--- src/shared/bridge_reset_cfg.svh ---
`ifndef BRIDGE_RESET_CFG_SVH
`define BRIDGE_RESET_CFG_SVH

// Clock and timing
`define CLK_PERIOD_NS 5
`define SETTLE_TIME_US 10
`define TRAIN_MAX_MS 80
`define SETTLE_CYC \
  ((`SETTLE_TIME_US * 1000 + `CLK_PERIOD_NS - 1) / `CLK_PERIOD_NS)
`define TRAIN_MAX_CYC ((`TRAIN_MAX_MS * 1000000) / `CLK_PERIOD_NS)
`define SETTLE_CNT_W 12
`define TRAIN_CNT_W 24

// Widths and reset values
`define STRAP_W 8
`define STRAP_RST 8'h00
`define SEC_RST_N_RST 1'b0

`endif

--- src/shared/bridge_reset_pkg.sv ---
package bridge_reset_pkg;

  // Power-on sequence states
  typedef enum logic [1:0] {
    S_WAIT_PWR = 2'b00,
    S_WAIT_CLK = 2'b01,
    S_SETTLE   = 2'b10,
    S_RUN      = 2'b11
  } por_state_t;

endpackage

--- src/shared/seq_timer_if.sv ---
`timescale 1ns/1ps
interface seq_timer_if;
  logic start;
  logic clear;
  logic done;

  modport ctrl  (output start, output clear, input done);
  modport timer (input start, input clear, output done);
endinterface
--- src/rtl/bridge_reset_sequencer.sv ---
`timescale 1ns/1ps
`include "bridge_reset_cfg.svh"
module bridge_reset_sequencer
  import bridge_reset_pkg::*;
#(
  parameter int STRAP_W       = `STRAP_W,
  parameter int TRAIN_MAX_CYC = `TRAIN_MAX_CYC
)(
  input  wire logic               core_clk,
  input  wire logic               sys_rst,
  input  wire logic               core_supply_sense,
  input  wire logic               link_reference_clock,
  input  wire logic               global_reset_in_n,
  input  wire logic               fundamental_reset_in_n,
  input  wire logic               hot_reset_in,
  input  wire logic               link_up_in,
  input  wire logic               secondary_reset_ctl_bit,
  input  wire logic [STRAP_W-1:0] strap_in,
  input  wire logic               eeprom_present_in,
  input  wire logic               eeprom_dl_done_in,
  output logic                    por_rst_out,
  output logic                    pcie_rst_out,
  output logic                    link_down_state,
  output logic                    secondary_bus_reset_out_n,
  output logic [STRAP_W-1:0]      strap_q,
  output logic                    eeprom_dl_start,
  output logic                    link_cfg_start,
  output logic                    link_train_en
);

  por_state_t state_q;
  por_state_t state_d;
  logic       ref_q;
  logic       ref_edge;
  logic       global_reset_in_n_q1;
  logic       global_reset_in_n_q2;
  logic       global_reset_in_n_q3;
  logic       global_reset_in_n_rise;
  logic       fundamental_reset_in_n_q;
  logic       fundamental_reset_in_n_rise;
  logic       launch;
  logic       por_active;
  logic       pcie_active;
  logic       rst_any;
  logic       dl_pending_q;
  logic       train_req_q;
  logic       train_kill;

  seq_timer_if settle_if ();
  seq_timer_if train_if ();

  // Reference clock activity, input taken as synchronous
  always_ff @(posedge core_clk)
  begin
    if (sys_rst)
      ref_q <= 1'b0;
    else
      ref_q <= link_reference_clock;
  end
  assign ref_edge = ref_q ^ link_reference_clock;

  // Power-on sequence next state
  always_comb
  begin
    state_d = state_q;
    case (state_q)
      S_WAIT_PWR:
        if (core_supply_sense)
          state_d = S_WAIT_CLK;
      S_WAIT_CLK:
        if (!core_supply_sense)
          state_d = S_WAIT_PWR;
        else if (ref_edge)
          state_d = S_SETTLE;
      S_SETTLE:
        if (!core_supply_sense)
          state_d = S_WAIT_PWR;
        else if (settle_if.done)
          state_d = S_RUN;
      S_RUN:
        if (!core_supply_sense)
          state_d = S_WAIT_PWR;
      default:
        state_d = S_WAIT_PWR;
    endcase
  end

  // Global reset low restarts the sequence without a clock
  always_ff @(posedge core_clk or negedge global_reset_in_n)
  begin
    if (!global_reset_in_n)
      state_q <= S_WAIT_PWR;
    else if (sys_rst)
      state_q <= S_WAIT_PWR;
    else
      state_q <= state_d;
  end

  // Settle timer runs only while settling
  assign settle_if.start = (state_q == S_WAIT_CLK) && ref_edge
                           && core_supply_sense;
  assign settle_if.clear = (state_q != S_SETTLE) && !settle_if.start;

  seq_timer #(
    .CNT_W (`SETTLE_CNT_W)
  ) u_settle (
    .core_clk (core_clk),
    .sys_rst  (sys_rst),
    .limit    (`SETTLE_CNT_W'(`SETTLE_CYC)),
    .tmr      (settle_if)
  );

  // Global reset release detect, cleared asynchronously
  always_ff @(posedge core_clk or negedge global_reset_in_n)
  begin
    if (!global_reset_in_n)
    begin
      global_reset_in_n_q1 <= 1'b0;
      global_reset_in_n_q2 <= 1'b0;
      global_reset_in_n_q3 <= 1'b0;
    end
    else
    begin
      global_reset_in_n_q1 <= 1'b1;
      global_reset_in_n_q2 <= global_reset_in_n_q1;
      global_reset_in_n_q3 <= global_reset_in_n_q2;
    end
  end
  assign global_reset_in_n_rise = global_reset_in_n_q2 && !global_reset_in_n_q3;  // Only the settled stages q2 and q3 are read

  // Fundamental reset rise doubles as power good
  always_ff @(posedge core_clk)
  begin
    if (sys_rst)
      fundamental_reset_in_n_q <= 1'b0;
    else
      fundamental_reset_in_n_q <= fundamental_reset_in_n;
  end
  assign fundamental_reset_in_n_rise = fundamental_reset_in_n && !fundamental_reset_in_n_q;

  assign launch      = global_reset_in_n_rise || fundamental_reset_in_n_rise;
  assign por_active  = (state_q != S_RUN) || !global_reset_in_n
                       || !core_supply_sense;
  assign train_kill  = !global_reset_in_n || !fundamental_reset_in_n
                       || !core_supply_sense;
  assign pcie_active = por_active || !fundamental_reset_in_n;
  assign rst_any     = pcie_active || link_down_state
                       || secondary_reset_ctl_bit;

  // Scope outputs, global reset forces them at once
  always_ff @(posedge core_clk or negedge global_reset_in_n)
  begin
    if (!global_reset_in_n)
    begin
      por_rst_out               <= 1'b1;
      pcie_rst_out              <= 1'b1;
      secondary_bus_reset_out_n <= `SEC_RST_N_RST;
    end
    else if (sys_rst)
    begin
      por_rst_out               <= 1'b1;
      pcie_rst_out              <= 1'b1;
      secondary_bus_reset_out_n <= `SEC_RST_N_RST;
    end
    else
    begin
      por_rst_out               <= por_active;
      pcie_rst_out              <= pcie_active;
      secondary_bus_reset_out_n <= !rst_any;
    end
  end

  // Link-down state, hot reset set wins over link-up clear
  always_ff @(posedge core_clk)
  begin
    if (sys_rst)
      link_down_state <= 1'b0;
    else if (hot_reset_in)
      link_down_state <= 1'b1;
    else if (link_up_in || pcie_active)
      link_down_state <= 1'b0;
  end

  // Strap capture and start pulses on reset release
  always_ff @(posedge core_clk)
  begin
    if (sys_rst)
    begin
      strap_q         <= STRAP_W'(`STRAP_RST);
      eeprom_dl_start <= 1'b0;
      link_cfg_start  <= 1'b0;
    end
    else
    begin
      if (launch)
        strap_q <= strap_in;
      eeprom_dl_start <= launch && eeprom_present_in;
      link_cfg_start  <= launch;
    end
  end

  // Training bound timer, started by each release
  assign train_if.start = launch;
  assign train_if.clear = train_kill && !launch;

  seq_timer #(
    .CNT_W (`TRAIN_CNT_W)
  ) u_train (
    .core_clk (core_clk),
    .sys_rst  (sys_rst),
    .limit    (`TRAIN_CNT_W'(TRAIN_MAX_CYC)),
    .tmr      (train_if)
  );

  // Launch arms training, kept through the settle after global release
  always_ff @(posedge core_clk)
  begin
    if (sys_rst || (train_kill && !launch))
    begin
      train_req_q  <= 1'b0;
      dl_pending_q <= 1'b0;
    end
    else if (launch)
    begin
      train_req_q  <= 1'b1;
      dl_pending_q <= eeprom_present_in;
    end
    else if (eeprom_dl_done_in)
      dl_pending_q <= 1'b0;
  end

  // Train after download or at the bound, never while pcie_active
  always_ff @(posedge core_clk)
  begin
    if (sys_rst || launch || pcie_active)
      link_train_en <= 1'b0;
    else if (train_req_q && (!dl_pending_q || train_if.done))
      link_train_en <= 1'b1;
  end

  // Helper: cycles spent settling
  logic [15:0] settle_chk_q;
  always_ff @(posedge core_clk)
  begin
    if (sys_rst || state_q != S_SETTLE)
      settle_chk_q <= '0;
    else
      settle_chk_q <= settle_chk_q + 16'h0001;
  end

  property p_pwr_hold;
    @(posedge core_clk) disable iff (sys_rst)
    !core_supply_sense |=> por_rst_out;
  endproperty
  a_pwr_hold: assert property (p_pwr_hold)
    else $error("power-on reset released without supply");

  property p_settle_time;
    @(posedge core_clk) disable iff (sys_rst)
    (state_q == S_SETTLE && state_d == S_RUN && global_reset_in_n)
      |-> settle_chk_q == 16'(`SETTLE_CYC);
  endproperty
  a_settle_time: assert property (p_settle_time)
    else $error("settle time wrong");

  property p_por_scope;
    @(posedge core_clk) disable iff (sys_rst)
    por_rst_out |-> pcie_rst_out && !secondary_bus_reset_out_n;
  endproperty
  a_por_scope: assert property (p_por_scope)
    else $error("power-on reset scope incomplete");

  property p_global_reset_in_n_low;
    @(posedge core_clk) disable iff (sys_rst)
    !global_reset_in_n |-> por_rst_out && !secondary_bus_reset_out_n
      && state_q == S_WAIT_PWR;
  endproperty
  a_global_reset_in_n_low: assert property (p_global_reset_in_n_low)
    else $error("global reset not applied");

  property p_strap_latch;
    @(posedge core_clk) disable iff (sys_rst)
    launch |=> strap_q == $past(strap_in) && link_cfg_start;
  endproperty
  a_strap_latch: assert property (p_strap_latch)
    else $error("straps not latched on release");

  property p_train_bound;
    @(posedge core_clk) disable iff (sys_rst)
    (train_if.done && !pcie_active) |=> link_train_en;
  endproperty
  a_train_bound: assert property (p_train_bound)
    else $error("training not started at bound");

  property p_fundamental_reset_in_n_low;
    @(posedge core_clk) disable iff (sys_rst)
    !fundamental_reset_in_n ##1 !fundamental_reset_in_n
      |-> pcie_rst_out && !secondary_bus_reset_out_n && !link_train_en;
  endproperty
  a_fundamental_reset_in_n_low: assert property (p_fundamental_reset_in_n_low)
    else $error("fundamental reset not applied");

  property p_hot_reset;
    @(posedge core_clk) disable iff (sys_rst)
    hot_reset_in |=> link_down_state ##1 !secondary_bus_reset_out_n;
  endproperty
  a_hot_reset: assert property (p_hot_reset)
    else $error("hot reset did not enter link-down");

  property p_sw_bit;
    @(posedge core_clk) disable iff (sys_rst)
    secondary_reset_ctl_bit |=> !secondary_bus_reset_out_n;
  endproperty
  a_sw_bit: assert property (p_sw_bit)
    else $error("software bit did not assert bus reset");

  property p_or_release;
    @(posedge core_clk) disable iff (sys_rst || !global_reset_in_n)
    !rst_any |=> secondary_bus_reset_out_n;
  endproperty
  a_or_release: assert property (p_or_release)
    else $error("bus reset held with no source");

  c_por_release: cover property (@(posedge core_clk) disable iff (sys_rst)
    $fell(por_rst_out));
  c_fundamental_reset_in_n_train: cover property (@(posedge core_clk) disable iff (sys_rst)
    fundamental_reset_in_n_rise ##[1:20] link_train_en);
  c_hot_reset: cover property (@(posedge core_clk) disable iff (sys_rst)
    hot_reset_in ##[1:20] !link_down_state);

endmodule

--- src/rtl/seq_timer.sv ---
`timescale 1ns/1ps
module seq_timer
  import bridge_reset_pkg::*;
#(
  parameter int CNT_W = 12
)(
  input  wire logic             core_clk,
  input  wire logic             sys_rst,
  input  wire logic [CNT_W-1:0] limit,
  seq_timer_if.timer            tmr
);

  logic             busy_q;
  logic             done_q;
  logic [CNT_W-1:0] cnt_q;

  // Count limit cycles after start, then hold done until restarted or cleared
  always_ff @(posedge core_clk)
  begin
    if (sys_rst || tmr.clear)
    begin
      busy_q <= 1'b0;
      done_q <= 1'b0;
      cnt_q  <= '0;
    end
    else if (tmr.start)
    begin
      busy_q <= 1'b1;
      done_q <= 1'b0;
      cnt_q  <= '0;
    end
    else if (busy_q)
    begin
      if (cnt_q == limit - CNT_W'(1))
      begin
        busy_q <= 1'b0;
        done_q <= 1'b1;
      end
      cnt_q <= cnt_q + CNT_W'(1);
    end
  end

  assign tmr.done = done_q;

endmodule

--- config.mk ---
export PLATFORM = sky130hd
export DESIGN_NAME = bridge_reset_sequencer
export DESIGN_NICKNAME = d
export VERILOG_FILES = /design/src/shared/bridge_reset_pkg.sv /design/src/shared/seq_timer_if.sv /design/src/rtl/bridge_reset_sequencer.sv /design/src/rtl/seq_timer.sv
export VERILOG_INCLUDE_DIRS = /design/src /design/src/shared
export SDC_FILE = /design/constraint.sdc
export NUM_CORES = 1
export LEC_CHECK = 0
export BUFFER_PORTS_ARGS = -buffer_cell sky130_fd_sc_hd__buf_2
export CORE_MARGIN = 1.5
export CORE_UTILIZATION = 45
export CTS_CLUSTER_SIZE = 28
export DETAILED_ROUTE_END_ITERATION = 7
export SYNTH_ARGS = -nofsm -noshare
export SYNTH_HDL_FRONTEND = slang
export SYNTH_SLANG_ARGS = --single-unit
export TNS_END_PERCENT = 30
--- constraint.sdc ---
create_clock -name core_clk -period 1.8 [get_ports core_clk]
set_input_delay 0.09 -clock core_clk [delete_from_list [all_inputs] [get_ports core_clk]]
set_output_delay 0.09 -clock core_clk [all_outputs]
set_load 0.005 [all_outputs]
# After elaboration in Yosys (flattened, before gate mapping)
# Index checks and enable logic that the tools add are counted.
[word_totals]
regBits = 64
inputBits = 19
output_inout_bits = 15
elab_cells = 96
[op_classes]
addsub = 2
n_eq_ne = 11
mux = 21
bitwise_logic = 1
reduce_logical = 39
[ops]
columns = ["op", "count"]
rows = [
  ["adder 24 x 1 -> 24 bit (second input constant)", 1],
  ["== test 24 bit (second input constant)", 1],
  ["logical OR 1 bit", 14],
  ["2-to-1 mux 2 bit", 7],
  ["2-to-1 mux 1 bit", 13],
  ["adder 12 x 1 -> 12 bit (second input constant)", 1],
  ["== test 12 x 11 -> 1 bit (second input constant)", 1],
  ["logical NOT 1 bit", 9],
  ["logical AND 1 bit", 8],
  ["case mux 2 bit (4 select lines)", 1],
  ["!= test 3 bit (second input constant)", 2],
  ["== test 2 bit (second input constant)", 2],
  ["!= test 2 bit (second input constant)", 2],
  ["!= test 4 x 3 -> 1 bit (second input constant)", 1],
  ["!= test 4 bit (second input constant)", 1],
  ["AND reduction 2 bit", 2],
  ["AND reduction 4 bit", 1],
  ["nonzero test 2 bit", 2],
  ["OR reduction 2 bit", 2],
  ["== test 2 x 1 -> 1 bit (second input constant)", 1],
  ["logical NOT 2 bit", 1],
  ["bitwise XOR 1 bit", 1],
]

# Longest topological paths before layout
[depth]
ltp_word = 8
ltp_mapped = 7
ltp_nobuf = 5

# Hierarchy
# From an unflattened synthesis, not the netlist that was laid out.
[hier_totals]
hier_cells = 468
area_unflattened_um2 = 3865.0
[by_module_without_submodules]
columns = ["mod", "instances", "cells_per_inst", "area_per_inst_um2", "seq_area_each_um2"]
rows = [
  ["seq_timer at u_train", 1, 255, 1980.6, 520.5],
  ["seq_timer at u_settle", 1, 123, 997.2, 280.3],
  ["bridge_reset_sequencer", 1, 90, 887.1, 523.0],
]

# Least setup slack after synthesis
# Ideal clock, no wire load.
[synth_timing]
kind = "reg2reg"
from = "register u_train.cnt_q[0]"
to = "register u_train.cnt_q[22]"
setup_time_ns = 0.071
arrival_ns = 1.502
t_required_ns = 1.729
path_slack_ns = 0.227
path_stages_with_launch = 6
n_path_buf = 0
synth_period_minus_slack_ns = 1.573
path_cell_list = "dfxtp_1 ha_1 and3_1 nand4_2 or4_1 a21oi_1"
[synth_between]
elab_chain_len = 1
[synth_lines]
columns = ["element", "line", "text"]
rows = [
  ["start, declared", "seq_timer.sv:15", "logic [CNT_W-1:0] cnt_q;"],
  ["start signal, assigned", "seq_timer.sv:39", "cnt_q <= cnt_q + CNT_W'(1);"],
  ["adder 24 x 1 -> 24 bit", "seq_timer.sv:39", ""],
]
# Every way passes these cells.
# A chain may end at the register's enable or synchronous reset.

# Final worst setup path
[layout_timing]
from = "register u_train.cnt_q[10]"
to = "register u_train.busy_q"
[layout_between]
elab_chain_len = 4
[layout_lines]
columns = ["element", "line", "text"]
rows = [
  ["== test 24 bit", "seq_timer.sv:34", "if (cnt_q == limit - CNT_W'(1))"],
  ["2-to-1 mux 1 bit", "seq_timer.sv:34", ""],
  ["2-to-1 mux 1 bit", "seq_timer.sv:32", "else if (busy_q)"],
  ["2-to-1 mux 1 bit", "seq_timer.sv:26", "else if (tmr.start)"],
  ["end signal, assigned", "seq_timer.sv:22", "busy_q <= 1'b0;"],
  ["end signal, assigned", "seq_timer.sv:28", "busy_q <= 1'b1;"],
  ["end signal, assigned", "seq_timer.sv:36", "busy_q <= 1'b0;"],
  ["end, declared", "seq_timer.sv:13", "logic busy_q;"],
]
# Every way passes these cells.

==> results.json <==
{
  "final_area_um2": 3340,
  "synthToLayoutAreaGrowth_pct": 23.7,
  "cp-end-kind": "flop",
  "drive_gt1_share_pct": 19.8,
  "min_period_ps": 1670,
  "holdWs_ps": 12.3,
  "postCtsSetupBuffers": 0,
  "syn_area_per_cell_um2": 9.00,
  "place_inst": 411,
  "placed_area_um2": 3010,
  "setup_viol": 0,
  "maxSlewViolCount": 0,
  "drt-total-wl_um": 5430,
  "crit_chain": "or4_1, or3_1, nor4_2, o22ai_1",
  "dp_hpwl_um": 3660,
  "cts_num_sinks": 64,
  "die_area_um2": 6470,
  "die_h_um": 80.5,
  "stdcell_count": 438,
  "diodes": 0,
  "startpoint_type": "flop",
  "portBuffers": 33,
  "cpMaxStageDelayCell": "or4_1",
  "clockBufferDepth": 2,
  "clk_latency_ps": 330,
  "clkTransAtPathRegs_ps": 70,
  "required_ps": 2010,
  "critPathLaunch": "u_train.cnt_q[10]",
  "synth-async-reset-ratio_pct": 12.5,
  "crit_buf_inv": 0,
  "start_util_pct": 46.2,
  "grt_pass1_wl_um": 9110,
  "fp.dieW_um": 80.5,
  "routabilityCongestion": 0.782,
  "fin_ws_ps": 131,
  "finalPower_mw": 2.90,
  "fin_skew_ps": 5.35,
  "vias": 2249,
  "synth_area_um2": 2700,
  "synth_edf_count": 0,
  "cts-htree-levels": 3,
  "critical_path.top_delay_family": "simple AND/OR/NAND/NOR gates",
  "synth_cells": 300,
  "grt_use_total_pct": 18.5,
  "grt_pass1_vias": 2055,
  "grt_max_degree": 24,
  "reg2reg_depth": 4,
  "antenna_found_initial": 0,
  "boundaryPins": 34,
  "hold_start": "strap_in[4]",
  "drt_iter0_drc": 103,
  "grt-ovfl-total": 0,
  "power.density_nw_per_um2": 868,
  "path_max_fanout": 5,
  "tns_ps": 0,
  "nets": 380,
  "fmax_mhz": 599,
  "worst_hold_path_type": "input pin to flop",
  "drtAntennaViolNets": 0,
  "drc_errors": 0,
  "cts_buffers": 9,
  "maxCapViolCount": 0,
  "synth.yosys.warnings": 0,
  "power.leakage_nw": 1.23,
  "vias_per_cell": 5.13,
  "cts_tree": "built",
  "drt_first_pass_iters": 4,
  "cts_root_buffer": "clkbuf_8",
  "reg2reg_slack_ps": 130,
  "worstSetupPathType": "flop to flop",
  "synth_top_flop_cell": "dfxtp_1",
  "synth_seq_cells": 64,
  "finalHoldViolCount": 0,
  "rsz0062_at_grt": "no",
  "detail_route.wl_per_cell_um": 12.4,
  "utilization_pct": 57.1,
  "ir_drop_mv": 0.599,
  "yosysSeqAreaShare_pct": 49.0,
  "outcome": "completed",
  "hold_depth": 3,
  "synth_fp_nets": 321,
  "core_um2": 5850,
  "rows": 28,
  "fin_crit_sh_pct": 92.7,
  "synthDistinctLibCells": 47,
  "cp.arrival_ps": 1880,
  "r2r_start": "u_train.cnt_q[10]",
  "dpl_worst_slack_ps": 98.3,
  "crit_path_max_incr_delay_ps": 520,
  "critical_path_depth": 4
}
## tightest hold or removal path, cell delays in order
cell	delay [ps]
buf_2	100
nand2_1	50
a21oi_1	50
## kinds of logic after synthesis
logic type / count (synthesis) / share of synthesized area (%)
adder cells (fa/ha/maj): 2 / 0.927
XOR/XNOR: 23 / 7.46
AND/OR/NAND/NOR: 146 / 29.3
buffers and inverters: 21 / 3.71
other: 1 / 0.139
flip-flops: 64 / 49.0
multiplexers: 2 / 0.741
AO/OA/AOI/OAI: 41 / 8.67
## worst paths after layout
check                                       end
setup / recovery                 u_train.busy_q
hold / removal                       strap_q[4]
setup reg to reg                 u_train.busy_q
hold reg to reg            global_reset_in_n_q2
max in group asynchronous          pcie_rst_out
min in group asynchronous            state_q[1]
## layout make-up
class / count / area, um2
inverters: 7 / 26.3
clock inverters: 4 / 70.1
well taps: 75 / 93.8
fillers: 542 / 2510
multi-input cells: 215 / 1280
repair buffers: 62 / 413
flip-flops and latches: 64 / 1320
clock buffers: 11 / 131
## repair_timing
action	4_1_cts	5_1_grt
gates resized for setup	0	1
endpoints found under the hold margin	19	0
setup endpoints to repair	0	1
hold buffers	12	0
## synth_stat cells (3+ instances only)
| cell | count | area share [%] |
|---|---|---|
| nand2_1 | 35 | 4.9 |
| clkbuf_1 | 7 | 0.97 |
| a21oi_1 | 23 | 4.3 |
| o21ai_0 | 7 | 1.3 |
| nor2_1 | 31 | 4.3 |
| inv_1 | 7 | 0.97 |
| o31ai_1 | 3 | 0.83 |
| dfxtp_1 | 56 | 42 |
| dfrtp_1 | 6 | 5.6 |
| nor3_1 | 8 | 1.5 |
| nor4_1 | 8 | 1.9 |
| nor2b_1 | 4 | 0.93 |
| xor2_1 | 10 | 3.2 |
| buf_4 | 3 | 0.83 |
| xnor2_1 | 13 | 4.2 |
| nand3_1 | 9 | 1.7 |
| and4_1 | 3 | 0.97 |
| o21a_1 | 3 | 0.83 |
| nand4_1 | 13 | 3.0 |
| or3_1 | 10 | 2.3 |
| and3_1 | 3 | 0.70 |
| or4_1 | 5 | 1.4 |
## power breakdown
group	switching, mW	total [mW]	internal, mW
Combinational	0.0717	0.147	0.0751
Sequential	0.0132	1.46	1.45
Clock	0.522	1.29	0.769
Total	0.607	2.90	2.29
## registers in the layout (all words and copies together) (netlist names), 2 cells and up
register and count:
strap_q 8, u_settle.cnt_q 12, state_q 2, u_train.cnt_q 24
## layout by cell type, fill, tap and decap left out, types with 3 or more instances in the layout
cell type      synthesis  layout
xnor2_1               13      13
nor2b_1                4       4
nor4_1                 8       7
nor3_1                 8       8
or3_1                 10      10
and4_1                 3       3
o31ai_1                3       3
nand3_1                9       9
o21ai_0                7       7
dfxtp_1               56      56
or4_1                  5       5
clkbuf_8               0       9
a21oi_1               23      23
buf_4                  3      17
xor2_1                10      10
dlygate4sd3_1          0      12
dfrtp_1                6       6
nand2_1               35      35
o21a_1                 3       3
inv_1                  7       7
nor2_1                31      31
buf_2                  2      33
nand4_1               13      13
and3_1                 3       3
## per-layer routing
metal	vias up	global-route usage (%)	wire length, um
met2	33	28.7	2470
met1	1041	24.0	2680
met3	7	4.66	176
met5	-	0	0
met4	0	8.28	93
li1	1168	-	-
Note: power is estimated with default switching activity, not from simulation.
